$ cat src/fnsl_pkg.sv
// fnsl_pkg: constants for the fractional-n synthesiser load and lock block
// assumes one 10 MHz core clock and an axi4-lite register port
//
// What this block does
// - control bit 8 enables the synthesiser; device powers it when set
// - charge pump stays high impedance until dividers loaded in order
// - after correct loading synthesiser runs; later rewrites follow mode order
// - integer-n: integer divider write applies new ratio at once
// - 16-bit fractional: ratio applies on low fraction write; high fraction ignored
// - 24-bit fractional: integer and high fraction staged, applied on low write
// - every applied ratio starts fastlock if fastlock is enabled
// - control bit 14 picks 16/24-bit; bits 13-11 pick modulator type
// - lock config bit 14: 0 digital detector, 1 analogue detector
// - digital phase error is time between reference and feedback rising edges
// - each comparison gives in-phase pulse inside window, miss pulse otherwise
// - lock after consecutive in-phase pulses equal to bits 4-0
// - unlock after consecutive miss pulses equal to bits 7-5
// - unlocked window width is lock window bits 10-8
// - locked window widened by multiplier in bits 12-11
// - selected detector lock state reported in status register
// - analogue error pulse from first rising input to other input's rise
// - analogue lock rises above upper threshold, falls below lower one
// - analogue bits 3-0 set charge time from zero to upper threshold
// - analogue bits 6-4 set discharge rate as multiple above charge rate
// - status bit 7 shows lock directly, 1 in lock, host may poll
package fnsl_pkg;
  // register byte addresses
  localparam logic [7:0] ADDR_SYNTH_CONTROL = 8'h00;
  localparam logic [7:0] ADDR_LOCK_DETECT_CONFIG = 8'h04;
  localparam logic [7:0] ADDR_FASTLOCK_CONFIG = 8'h08;
  localparam logic [7:0] ADDR_REFERENCE_DIVIDER = 8'h0c;
  localparam logic [7:0] ADDR_INTEGER_DIVIDER = 8'h10;
  localparam logic [7:0] ADDR_FRACTION_LOW = 8'h14;
  localparam logic [7:0] ADDR_FRACTION_HIGH = 8'h18;
  localparam logic [7:0] ADDR_SYNTH_STATUS = 8'h1c;
  localparam logic [7:0] ADDR_ACTIVE_RATIO = 8'h20;
  // reset values
  localparam logic [15:0] RST_CONTROL = 16'h0000;
  localparam logic [15:0] RST_LOCKDET = 16'h0000;
  localparam logic [15:0] RST_FASTLOCK = 16'h0000;
  localparam logic [7:0] RST_REFDIV = 8'h00;
  localparam logic [10:0] RST_INTDIV = 11'h020;
  localparam logic [15:0] RST_FRAC_LOW = 16'h0000;
  localparam logic [7:0] RST_FRAC_HIGH = 8'h00;
  // field positions
  localparam int CTL_ENABLE_BIT = 8;
  localparam int CTL_RES16_BIT = 14;
  localparam int CTL_MOD_LSB = 11;
  localparam int LD_ANALOGUE_BIT = 14;
  localparam int LD_LOCK_THR_LSB = 0;
  localparam int LD_LOSS_THR_LSB = 5;
  localparam int LD_WINDOW_LSB = 8;
  localparam int LD_MULT_LSB = 11;
  localparam int LD_CHARGE_LSB = 0;
  localparam int LD_DISCH_LSB = 4;
  localparam int FL_ENABLE_BIT = 15;
  localparam int STAT_LOCK_BIT = 7;
  // modulator type codes
  localparam logic [2:0] MOD_TYPE_A = 3'h1;
  localparam logic [2:0] MOD_TYPE_B = 3'h6;
  // fastlock duration in core cycles
  localparam int FASTLOCK_CYCLES = 1024;
  // analogue integrator scale: upper and lower thresholds
  localparam logic [15:0] CAP_UPPER = 16'hc000;
  localparam logic [15:0] CAP_LOWER = 16'h4000;
endpackage

$ cat src/fnsl_lock_detect.sv
// fnsl_lock_detect: digital and analogue lock detectors for one channel
// assumes reference and feedback divider edges as one-cycle pulses at core clock
`timescale 1ns/1ns
module fnsl_lock_detect (
  // clock and reset
  input wire logic core_clk_i,
  input wire logic reset_n_i,
  // configuration
  input wire logic [15:0] lock_detect_config_i,
  input wire logic restart_i,
  // divider edges
  input wire logic ref_edge_i,
  input wire logic fb_edge_i,
  // result
  output logic lock_o,
  output logic window_miss_pulse_o,
  output logic in_phase_pulse_o
);
  logic analogue;
  logic [4:0] lock_thr;
  logic [2:0] loss_thr;
  logic [2:0] win_base;
  logic [1:0] win_mult;
  logic [3:0] charge_sel;
  logic [2:0] disch_sel;
  logic [7:0] err_cnt_reg;
  logic meas_reg;
  logic first_ref_reg;
  logic [7:0] window;
  logic [4:0] in_cnt_reg;
  logic [2:0] miss_cnt_reg;
  logic dig_lock_reg;
  logic [15:0] cap_reg;
  logic ana_lock_reg;
  logic both;
  logic done;
  logic [15:0] charge_step;
  logic [15:0] disch_step;

  assign analogue = lock_detect_config_i[fnsl_pkg::LD_ANALOGUE_BIT];
  assign lock_thr = lock_detect_config_i[fnsl_pkg::LD_LOCK_THR_LSB +: 5];
  assign loss_thr = lock_detect_config_i[fnsl_pkg::LD_LOSS_THR_LSB +: 3];
  assign win_base = lock_detect_config_i[fnsl_pkg::LD_WINDOW_LSB +: 3];
  assign win_mult = lock_detect_config_i[fnsl_pkg::LD_MULT_LSB +: 2];
  assign charge_sel = lock_detect_config_i[fnsl_pkg::LD_CHARGE_LSB +: 4];
  assign disch_sel = lock_detect_config_i[fnsl_pkg::LD_DISCH_LSB +: 3];

  // window in core cycles; widened while locked
  assign window = dig_lock_reg ? 8'({5'h0, win_base} * {6'h0, win_mult} + {5'h0, win_base} + 8'h1)
                               : {5'h0, win_base} + 8'h1;
  assign both = ref_edge_i & fb_edge_i;
  assign done = meas_reg & (ref_edge_i | fb_edge_i);

  // error from first rising edge to the other
  always_ff @(posedge core_clk_i) begin
    if (!reset_n_i | restart_i) begin
      meas_reg <= 1'b0;
      err_cnt_reg <= 8'h00;
      first_ref_reg <= 1'b0;
    end else if (both) begin
      meas_reg <= 1'b0;
      err_cnt_reg <= 8'h00;
    end else if (done) begin
      meas_reg <= 1'b0;
    end else if (ref_edge_i | fb_edge_i) begin
      meas_reg <= 1'b1;
      first_ref_reg <= ref_edge_i;
      err_cnt_reg <= 8'h00;
    end else if (meas_reg && err_cnt_reg != 8'hff) begin
      err_cnt_reg <= err_cnt_reg + 8'h1;
    end
  end

  assign in_phase_pulse_o = both | (done & (err_cnt_reg < window));
  assign window_miss_pulse_o = done & (err_cnt_reg >= window);

  // consecutive counts and digital lock state
  always_ff @(posedge core_clk_i) begin
    if (!reset_n_i | restart_i) begin
      in_cnt_reg <= 5'h00;
      miss_cnt_reg <= 3'h0;
      dig_lock_reg <= 1'b0;
    end else if (in_phase_pulse_o) begin
      miss_cnt_reg <= 3'h0;
      if (!dig_lock_reg && in_cnt_reg + 5'h1 >= lock_thr) begin
        dig_lock_reg <= 1'b1;
        in_cnt_reg <= 5'h00;
      end else if (in_cnt_reg != 5'h1f) begin
        in_cnt_reg <= in_cnt_reg + 5'h1;
      end
    end else if (window_miss_pulse_o) begin
      in_cnt_reg <= 5'h00;
      if (dig_lock_reg && miss_cnt_reg + 3'h1 >= loss_thr) begin
        dig_lock_reg <= 1'b0;
        miss_cnt_reg <= 3'h0;
      end else if (miss_cnt_reg != 3'h7) begin
        miss_cnt_reg <= miss_cnt_reg + 3'h1;
      end
    end
  end

  // capacitor model: charge while no error, discharge faster while error
  assign charge_step = 16'h0010 << charge_sel;
  assign disch_step = charge_step * (16'h2 + {13'h0, disch_sel});
  always_ff @(posedge core_clk_i) begin
    if (!reset_n_i | restart_i) begin
      cap_reg <= 16'h0000;
    end else if (meas_reg) begin
      cap_reg <= (cap_reg > disch_step) ? cap_reg - disch_step : 16'h0000;
    end else begin
      cap_reg <= (16'hffff - cap_reg > charge_step) ? cap_reg + charge_step : 16'hffff;
    end
  end
  always_ff @(posedge core_clk_i) begin
    if (!reset_n_i | restart_i) begin
      ana_lock_reg <= 1'b0;
    end else if (cap_reg > fnsl_pkg::CAP_UPPER) begin
      ana_lock_reg <= 1'b1;
    end else if (cap_reg < fnsl_pkg::CAP_LOWER) begin
      ana_lock_reg <= 1'b0;
    end
  end

  assign lock_o = analogue ? ana_lock_reg : dig_lock_reg;
endmodule // fnsl_lock_detect

$ cat src/fnsl_top.sv
// fnsl_top: divider load ordering, ratio apply, fastlock and lock status
// assumes an axi4-lite master on core_clk_i and divider edges from the synth
//
// Decided for this implementation: register access over AXI4-Lite and the register addresses.
`timescale 1ns/1ns
module fnsl_top #(
  parameter int FASTLOCK_CYCLES = fnsl_pkg::FASTLOCK_CYCLES
) (
  // clock and reset
  input wire logic core_clk_i,
  input wire logic reset_n_i,
  // axi4-lite write
  input wire logic [7:0] s_axi_awaddr,
  input wire logic s_axi_awvalid,
  output logic s_axi_awready,
  input wire logic [31:0] s_axi_wdata,
  input wire logic [3:0] s_axi_wstrb,
  input wire logic s_axi_wvalid,
  output logic s_axi_wready,
  output logic [1:0] s_axi_bresp,
  output logic s_axi_bvalid,
  input wire logic s_axi_bready,
  // axi4-lite read
  input wire logic [7:0] s_axi_araddr,
  input wire logic s_axi_arvalid,
  output logic s_axi_arready,
  output logic [31:0] s_axi_rdata,
  output logic [1:0] s_axi_rresp,
  output logic s_axi_rvalid,
  input wire logic s_axi_rready,
  // divider edges
  input wire logic ref_edge_i,
  input wire logic fb_edge_i,
  // synthesiser controls
  output logic synth_power_o,
  output logic cp_drive_o,
  output logic fastlock_o,
  output logic [10:0] active_int_o,
  output logic [23:0] active_frac_o,
  output logic frac_mode_o,
  output logic [2:0] mod_type_o,
  output logic ratio_apply_o,
  output logic lock_o
);
  logic [15:0] synth_control_reg;
  logic [15:0] lock_detect_config_reg;
  logic [15:0] fastlock_config_reg;
  logic [7:0] reference_divider_reg;
  logic [10:0] integer_divider_reg;
  logic [15:0] fraction_low_reg;
  logic [7:0] fraction_high_reg;
  logic [7:0] aw_addr_reg;
  logic aw_held_reg;
  logic [31:0] w_data_reg;
  logic [3:0] w_strb_reg;
  logic w_held_reg;
  logic do_write;
  logic wr_ok;
  logic [15:0] wval;
  logic int_mode;
  logic res16;
  logic apply;
  logic loaded_reg;
  logic [31:0] fl_cnt_reg;
  logic restart;

  function automatic logic [15:0] merge16(input logic [15:0] old, input logic [31:0] d,
                                          input logic [3:0] s);
    merge16 = {s[1] ? d[15:8] : old[15:8], s[0] ? d[7:0] : old[7:0]};
  endfunction

  function automatic logic known(input logic [7:0] a);
    known = a == fnsl_pkg::ADDR_SYNTH_CONTROL || a == fnsl_pkg::ADDR_LOCK_DETECT_CONFIG ||
            a == fnsl_pkg::ADDR_FASTLOCK_CONFIG || a == fnsl_pkg::ADDR_REFERENCE_DIVIDER ||
            a == fnsl_pkg::ADDR_INTEGER_DIVIDER || a == fnsl_pkg::ADDR_FRACTION_LOW ||
            a == fnsl_pkg::ADDR_FRACTION_HIGH || a == fnsl_pkg::ADDR_SYNTH_STATUS ||
            a == fnsl_pkg::ADDR_ACTIVE_RATIO;
  endfunction

  // write channel capture
  assign s_axi_awready = !aw_held_reg;
  assign s_axi_wready = !w_held_reg;
  assign do_write = aw_held_reg & w_held_reg & !s_axi_bvalid;
  always_ff @(posedge core_clk_i) begin
    if (!reset_n_i) begin
      aw_held_reg <= 1'b0;
      aw_addr_reg <= 8'h00;
    end else if (s_axi_awvalid & s_axi_awready) begin
      aw_held_reg <= 1'b1;
      aw_addr_reg <= {s_axi_awaddr[7:2], 2'b00};
    end else if (do_write) begin
      aw_held_reg <= 1'b0;
    end
  end
  always_ff @(posedge core_clk_i) begin
    if (!reset_n_i) begin
      w_held_reg <= 1'b0;
      w_data_reg <= 32'h0000_0000;
      w_strb_reg <= 4'h0;
    end else if (s_axi_wvalid & s_axi_wready) begin
      w_held_reg <= 1'b1;
      w_data_reg <= s_axi_wdata;
      w_strb_reg <= s_axi_wstrb;
    end else if (do_write) begin
      w_held_reg <= 1'b0;
    end
  end
  assign wr_ok = known(aw_addr_reg) && aw_addr_reg != fnsl_pkg::ADDR_SYNTH_STATUS &&
                 aw_addr_reg != fnsl_pkg::ADDR_ACTIVE_RATIO;
  always_ff @(posedge core_clk_i) begin
    if (!reset_n_i) begin
      s_axi_bvalid <= 1'b0;
      s_axi_bresp <= 2'b00;
    end else if (do_write) begin
      s_axi_bvalid <= 1'b1;
      s_axi_bresp <= wr_ok ? 2'b00 : 2'b10;
    end else if (s_axi_bready) begin
      s_axi_bvalid <= 1'b0;
    end
  end

  // register file
  // low fraction as it stands after the pending write, sign taken from the merged word
  assign wval = merge16(fraction_low_reg, w_data_reg, w_strb_reg);
  always_ff @(posedge core_clk_i) begin
    if (!reset_n_i) begin
      synth_control_reg <= fnsl_pkg::RST_CONTROL;
      lock_detect_config_reg <= fnsl_pkg::RST_LOCKDET;
      fastlock_config_reg <= fnsl_pkg::RST_FASTLOCK;
      reference_divider_reg <= fnsl_pkg::RST_REFDIV;
      integer_divider_reg <= fnsl_pkg::RST_INTDIV;
      fraction_low_reg <= fnsl_pkg::RST_FRAC_LOW;
      fraction_high_reg <= fnsl_pkg::RST_FRAC_HIGH;
    end else if (do_write) begin
      unique case (aw_addr_reg)
        fnsl_pkg::ADDR_SYNTH_CONTROL:
          synth_control_reg <= merge16(synth_control_reg, w_data_reg, w_strb_reg);
        fnsl_pkg::ADDR_LOCK_DETECT_CONFIG:
          lock_detect_config_reg <= merge16(lock_detect_config_reg, w_data_reg, w_strb_reg);
        fnsl_pkg::ADDR_FASTLOCK_CONFIG:
          fastlock_config_reg <= merge16(fastlock_config_reg, w_data_reg, w_strb_reg);
        fnsl_pkg::ADDR_REFERENCE_DIVIDER: begin
          if (w_strb_reg[0]) reference_divider_reg <= {1'b0, w_data_reg[6:0]};
        end
        fnsl_pkg::ADDR_INTEGER_DIVIDER:
          integer_divider_reg <= 11'(merge16({5'h00, integer_divider_reg}, w_data_reg,
                                             w_strb_reg));
        fnsl_pkg::ADDR_FRACTION_LOW:
          fraction_low_reg <= merge16(fraction_low_reg, w_data_reg, w_strb_reg);
        fnsl_pkg::ADDR_FRACTION_HIGH: begin
          if (w_strb_reg[0]) fraction_high_reg <= w_data_reg[7:0];
        end
        default: ;
      endcase
    end
  end

  // mode decode and ratio apply point
  assign res16 = synth_control_reg[fnsl_pkg::CTL_RES16_BIT];
  assign mod_type_o = synth_control_reg[fnsl_pkg::CTL_MOD_LSB +: 3];
  assign int_mode = mod_type_o != fnsl_pkg::MOD_TYPE_A && mod_type_o != fnsl_pkg::MOD_TYPE_B &&
                    mod_type_o == 3'h0;
  assign frac_mode_o = !int_mode;
  assign apply = do_write & (int_mode ? aw_addr_reg == fnsl_pkg::ADDR_INTEGER_DIVIDER
                                      : aw_addr_reg == fnsl_pkg::ADDR_FRACTION_LOW);
  always_ff @(posedge core_clk_i) begin
    if (!reset_n_i) begin
      active_int_o <= fnsl_pkg::RST_INTDIV;
      active_frac_o <= 24'h000000;
      ratio_apply_o <= 1'b0;
    end else begin
      ratio_apply_o <= apply;
      if (apply) begin
        if (int_mode) begin
          active_int_o <= 11'(merge16({5'h00, integer_divider_reg}, w_data_reg,
                                      w_strb_reg));
          active_frac_o <= 24'h000000;
        end else if (res16) begin
          active_int_o <= integer_divider_reg;
          active_frac_o <= {{8{wval[15]}}, wval};
        end else begin
          active_int_o <= integer_divider_reg;
          active_frac_o <= {fraction_high_reg, wval};
        end
      end
    end
  end

  // charge pump release after first correct load
  always_ff @(posedge core_clk_i) begin
    if (!reset_n_i) begin
      loaded_reg <= 1'b0;
    end else if (apply) begin
      loaded_reg <= 1'b1;
    end
  end
  assign synth_power_o = synth_control_reg[fnsl_pkg::CTL_ENABLE_BIT];
  assign cp_drive_o = synth_power_o & loaded_reg;

  // fastlock timer
  always_ff @(posedge core_clk_i) begin
    if (!reset_n_i) begin
      fl_cnt_reg <= 32'h0000_0000;
    end else if (apply && fastlock_config_reg[fnsl_pkg::FL_ENABLE_BIT]) begin
      fl_cnt_reg <= 32'(FASTLOCK_CYCLES);
    end else if (fl_cnt_reg != 32'h0000_0000) begin
      fl_cnt_reg <= fl_cnt_reg - 32'h1;
    end
  end
  assign fastlock_o = fl_cnt_reg != 32'h0000_0000;

  // detectors restart while the loop is not running
  assign restart = !cp_drive_o;
  fnsl_lock_detect fnsl_lock_detect_i (
    .core_clk_i(core_clk_i),
    .reset_n_i(reset_n_i),
    .lock_detect_config_i(lock_detect_config_reg),
    .restart_i(restart),
    .ref_edge_i(ref_edge_i),
    .fb_edge_i(fb_edge_i),
    .lock_o(lock_o),
    .window_miss_pulse_o(),
    .in_phase_pulse_o()
  );

  // read channel
  assign s_axi_arready = !s_axi_rvalid;
  always_ff @(posedge core_clk_i) begin
    if (!reset_n_i) begin
      s_axi_rvalid <= 1'b0;
      s_axi_rdata <= 32'h0000_0000;
      s_axi_rresp <= 2'b00;
    end else if (s_axi_arvalid & s_axi_arready) begin
      s_axi_rvalid <= 1'b1;
      s_axi_rresp <= known({s_axi_araddr[7:2], 2'b00}) ? 2'b00 : 2'b10;
      unique case ({s_axi_araddr[7:2], 2'b00})
        fnsl_pkg::ADDR_SYNTH_CONTROL: s_axi_rdata <= {16'h0000, synth_control_reg};
        fnsl_pkg::ADDR_LOCK_DETECT_CONFIG: s_axi_rdata <= {16'h0000, lock_detect_config_reg};
        fnsl_pkg::ADDR_FASTLOCK_CONFIG: s_axi_rdata <= {16'h0000, fastlock_config_reg};
        fnsl_pkg::ADDR_REFERENCE_DIVIDER: s_axi_rdata <= {24'h000000, reference_divider_reg};
        fnsl_pkg::ADDR_INTEGER_DIVIDER: s_axi_rdata <= {21'h000000, integer_divider_reg};
        fnsl_pkg::ADDR_FRACTION_LOW: s_axi_rdata <= {16'h0000, fraction_low_reg};
        fnsl_pkg::ADDR_FRACTION_HIGH: s_axi_rdata <= {24'h000000, fraction_high_reg};
        fnsl_pkg::ADDR_SYNTH_STATUS: s_axi_rdata <= {24'h000000, lock_o, 2'b00, fastlock_o,
                                                     cp_drive_o, 3'b000};
        fnsl_pkg::ADDR_ACTIVE_RATIO: s_axi_rdata <= {active_frac_o[15:0], 5'h00, active_int_o};
        default: s_axi_rdata <= 32'h0000_0000;
      endcase
    end else if (s_axi_rready) begin
      s_axi_rvalid <= 1'b0;
    end
  end
endmodule // fnsl_top

$ cat config.mk
export PLATFORM = sky130hd
export DESIGN_NAME = fnsl_top
export DESIGN_NICKNAME = d
export VERILOG_FILES = /design/src/fnsl_pkg.sv /design/src/fnsl_lock_detect.sv /design/src/fnsl_top.sv
export SDC_FILE = /design/constraint.sdc
export NUM_CORES = 1
export LEC_CHECK = 0
export ABC_AREA = 1
export BUFFER_PORTS_ARGS = -buffer_cell sky130_fd_sc_hd__buf_4
export CORE_ASPECT_RATIO = 0.7
export CORE_MARGIN = 2
export CORE_UTILIZATION = 60
export DETAILED_ROUTE_END_ITERATION = 10
export GPL_ROUTABILITY_DRIVEN = 0
export PLACE_DENSITY = 0.81
export SLEW_MARGIN = 20
export SYNTH_ARGS = -nofsm -noshare
export SYNTH_HDL_FRONTEND = slang
export SYNTH_SLANG_ARGS = --single-unit
export TNS_END_PERCENT = 50
$ cat constraint.sdc
create_clock -name core_clk_i -period 5.5 [get_ports core_clk_i]
set_clock_uncertainty 0.05 [all_clocks]
set_input_delay 0.275 -clock core_clk_i [delete_from_list [all_inputs] [get_ports core_clk_i]]
set_output_delay 0.275 -clock core_clk_i [all_outputs]
set_load 0.03 [all_outputs]
==> metrics.txt <==
CP cell instances inv_1 -> nand2_1 -> nor2_1 -> nand2_1 -> fa_1 -> inv_1 -> fa_1 -> inv_1 -> fa_1 -> o21ai_1 -> a21oi_1 -> o21ai_0 -> xor2_1 -> ha_1 -> nand2_1 -> nor2_1 -> and2_1 -> nand2_1 -> nand3_1 -> nand2_1 -> nand2_1 -> nand2_2 -> nor2_1; clock root buffer master clkbuf_16; Top FF cell, synth dfxtp_1; Min-Delay Path Class in -> reg; fin crit share 92.6%; max-cap check violation count 0; Port Buffer Count 121; layout cell share with drive strength beyond 1 11.1%; setup tns final 0 ns; Post-synth top cells nand2_1 (478), nor2_1 (333), dfxtp_1 (254); synthesized area 15000 sq um; postcts setup bufs 0; Yosys reg bits 254; dpl cells 2578; YS warnings 0; Final #Nets 2457; initial core utilization 61.1%; final setup vio count 0; asr flop ratio synth 0%; EDFF count, synth 0; Via density 5.75; outcome complete, no violations; top-count cell post-synth nand2_1; Slowest cell on crit path fa_1; area post-placement 16000 sq um; drt drc 0; Filler cells 2099; initial antenna violation count 0; crit end category flip-flop; clock tree buffer depth 3; Cell variety after synth 54; Initial DRC Count 1963; fmax 196 MHz; Overall Global Routing Usage 32.8%; Setup CP Type reg -> reg; total power draw 5250 uW; Final Critical Period 5.09 ns; pwr dens 308 nW/um^2; Antenna Nets Post-Route 0; CP Launch Point lock_detect_config_reg[2]$_SDFFE_PN0P_; max-slew violation count 0; clock sinks 254; unrepaired setup endpoints after global routing no; DP Wirelength 33500 um; Fin. Hold Viols 0; Leakage Power 0.00756 uW; Die X 193 um; ANT cells 0; Final Instance Area 17000 sq um; Worst EP arrival 5.45 ns; Core Area 24600 sq um; Startpoint Class flip-flop; Clk Latency, worst-skew pair 0.53 ns; total wire length 44800 um; routed vias 15205; RR Startpoint lock_detect_config_reg[2]$_SDFFE_PN0P_; CTS H-tree lvls 1; cts bufs inserted 25; vias in the first global route 13605; TritonCTS clock tree yes; Worst EP required 5.86 ns; first-pass GRT wire length 70400 um; worst rel slew slack 18.4%; top cell type's share of synthesized area 33.8%; worst slew pin tran 1.22 ns; VDD IR-drop max 0.412 mV; final cell count without fillers 2644; Synth area leaders dfxtp_1 (34%), nand2_1 (12%), nor2_1 (8.3%); clock-pin slew on the worst setup and hold paths 0.07 ns; Die Y-Extent 136 um; post-synthesis sequential area ratio 33.8%; wire per inst 16.9 um; P&R area growth vs syn 13.4%; Mapped Cells 2195; r2r setup slk 0.41 ns; largest net degree at the start of global routing 88; synthesized area per cell 6.85 sq um; Crit path top cell by count nand2_1; die area 26400 sq um; # rows 48; I/O Pins 146; crit path max fanout 11; GRT overflow 0; hold path startpoint s_axi_rready; post-synth top area cell dfxtp_1; max incr delay on CP 0.56 ns; TritonRoute pass-1 iters 6
==> cells in the final DEF, fill, tap and decap left out, types with 9 or more instances in the layout <==
cell type	Yosys	routed
dlygate4sd3_1	0	22
buf_4	8	126
ha_1	73	73
a22oi_1	9	9
fa_1	21	21
xnor2_1	30	30
nand2_2	10	11
inv_2	19	19
a21oi_1	161	161
dfxtp_1	254	254
xor2_1	22	22
nor3_2	11	11
inv_1	241	241
nand3_1	105	105
o21ai_0	183	182
nor2_1	333	333
nand2_1	478	477
nor2_2	9	9
nor3_1	18	18
o21ai_1	30	31
nor2_4	16	16
nand4_1	29	29
clkbuf_16	0	25
==> where the power goes <==
| group | switching, uW | internal (uW) | total [uW] |
|---|---|---|---|
| logic | 935 | 496 | 1430 |
| clock network | 746 | 975 | 1720 |
| registers | 133 | 1970 | 2100 |
==> metrics by stage <==
stage | setup slack, ns | hold slack [ns] | utilization, %
5_1_grt | 0.0968 | 0.0243 | 69.2
6_report | 0.407 | 0.0189 | 69.2
3_3_place_gp | 0.440 | 0.387 | 65.0
4_1_cts | 0.285 | 0.00983 | 69.2
2_1_floorplan | 0.934 | 0.360 | -
3_5_place_dp | 0.339 | 0.386 | 65.0
==> cell type report <==
type | instances | area, sq um | share of cell area, %
Clock inverter | 10 | 82.6 | 0.484
Timing Repair Buffer | 148 | 1170 | 6.84
Sequential cell | 254 | 5080 | 29.8
Multi-Input combinational cell | 1611 | 8590 | 50.4
Inverter | 262 | 985 | 5.78
Clock buffer | 34 | 729 | 4.28
Tap cell | 325 | 407 | 2.39
==> cells by family after synthesis <==
family	synth area share (%)
compound gates	14.9
flops	33.8
buf+inv	9.08
other cells	0.0249
xor+xnor	3.03
mux	0.0666
simple gates	30.2
fa+ha+maj	8.87
==> critical path: cells and delay by family, from the launching register on <==
kind / cells / cell delay, ns
buffers and inverters: 3 / 0.30
AO/OA/AOI/OAI: 3 / 0.61
flip-flops: 1 / 0.34
AND/OR/NAND/NOR: 12 / 1.59
XOR/XNOR: 1 / 0.19
adder cells (fa/ha/maj): 4 / 1.87
==> per-layer routing <==
layer  GRT usage [%]  vias up  part of all wire [%]  routed length, um
met1            49.2     7021                    45              20200
li1                -     7281                     -                  -
met5               0        -                     0                  0
met4            6.06        0                   1.7                749
met3            7.72       77                    12               5350
met2            47.9      826                    41              18500
==> path summary, 6_finish.rpt <==
kind | to | cells past startpoint
min | s_axi_rvalid$_SDFFE_PN0P_ | 3
max reg2reg | fnsl_lock_detect_i.cap_reg[9]$_SDFF_PP0_ | 23
max | fnsl_lock_detect_i.cap_reg[9]$_SDFF_PP0_ | 23
min reg2reg | loaded_reg$_SDFFE_PN0P_ | 2
==> repair_timing <==
item,4_1_cts,5_1_grt
setup endpoints to repair,0,11
endpoints found under the hold margin,22,0
resized for setup,0,2
hold buffers,22,0
Note: power is estimated with default switching activity, not from simulation.
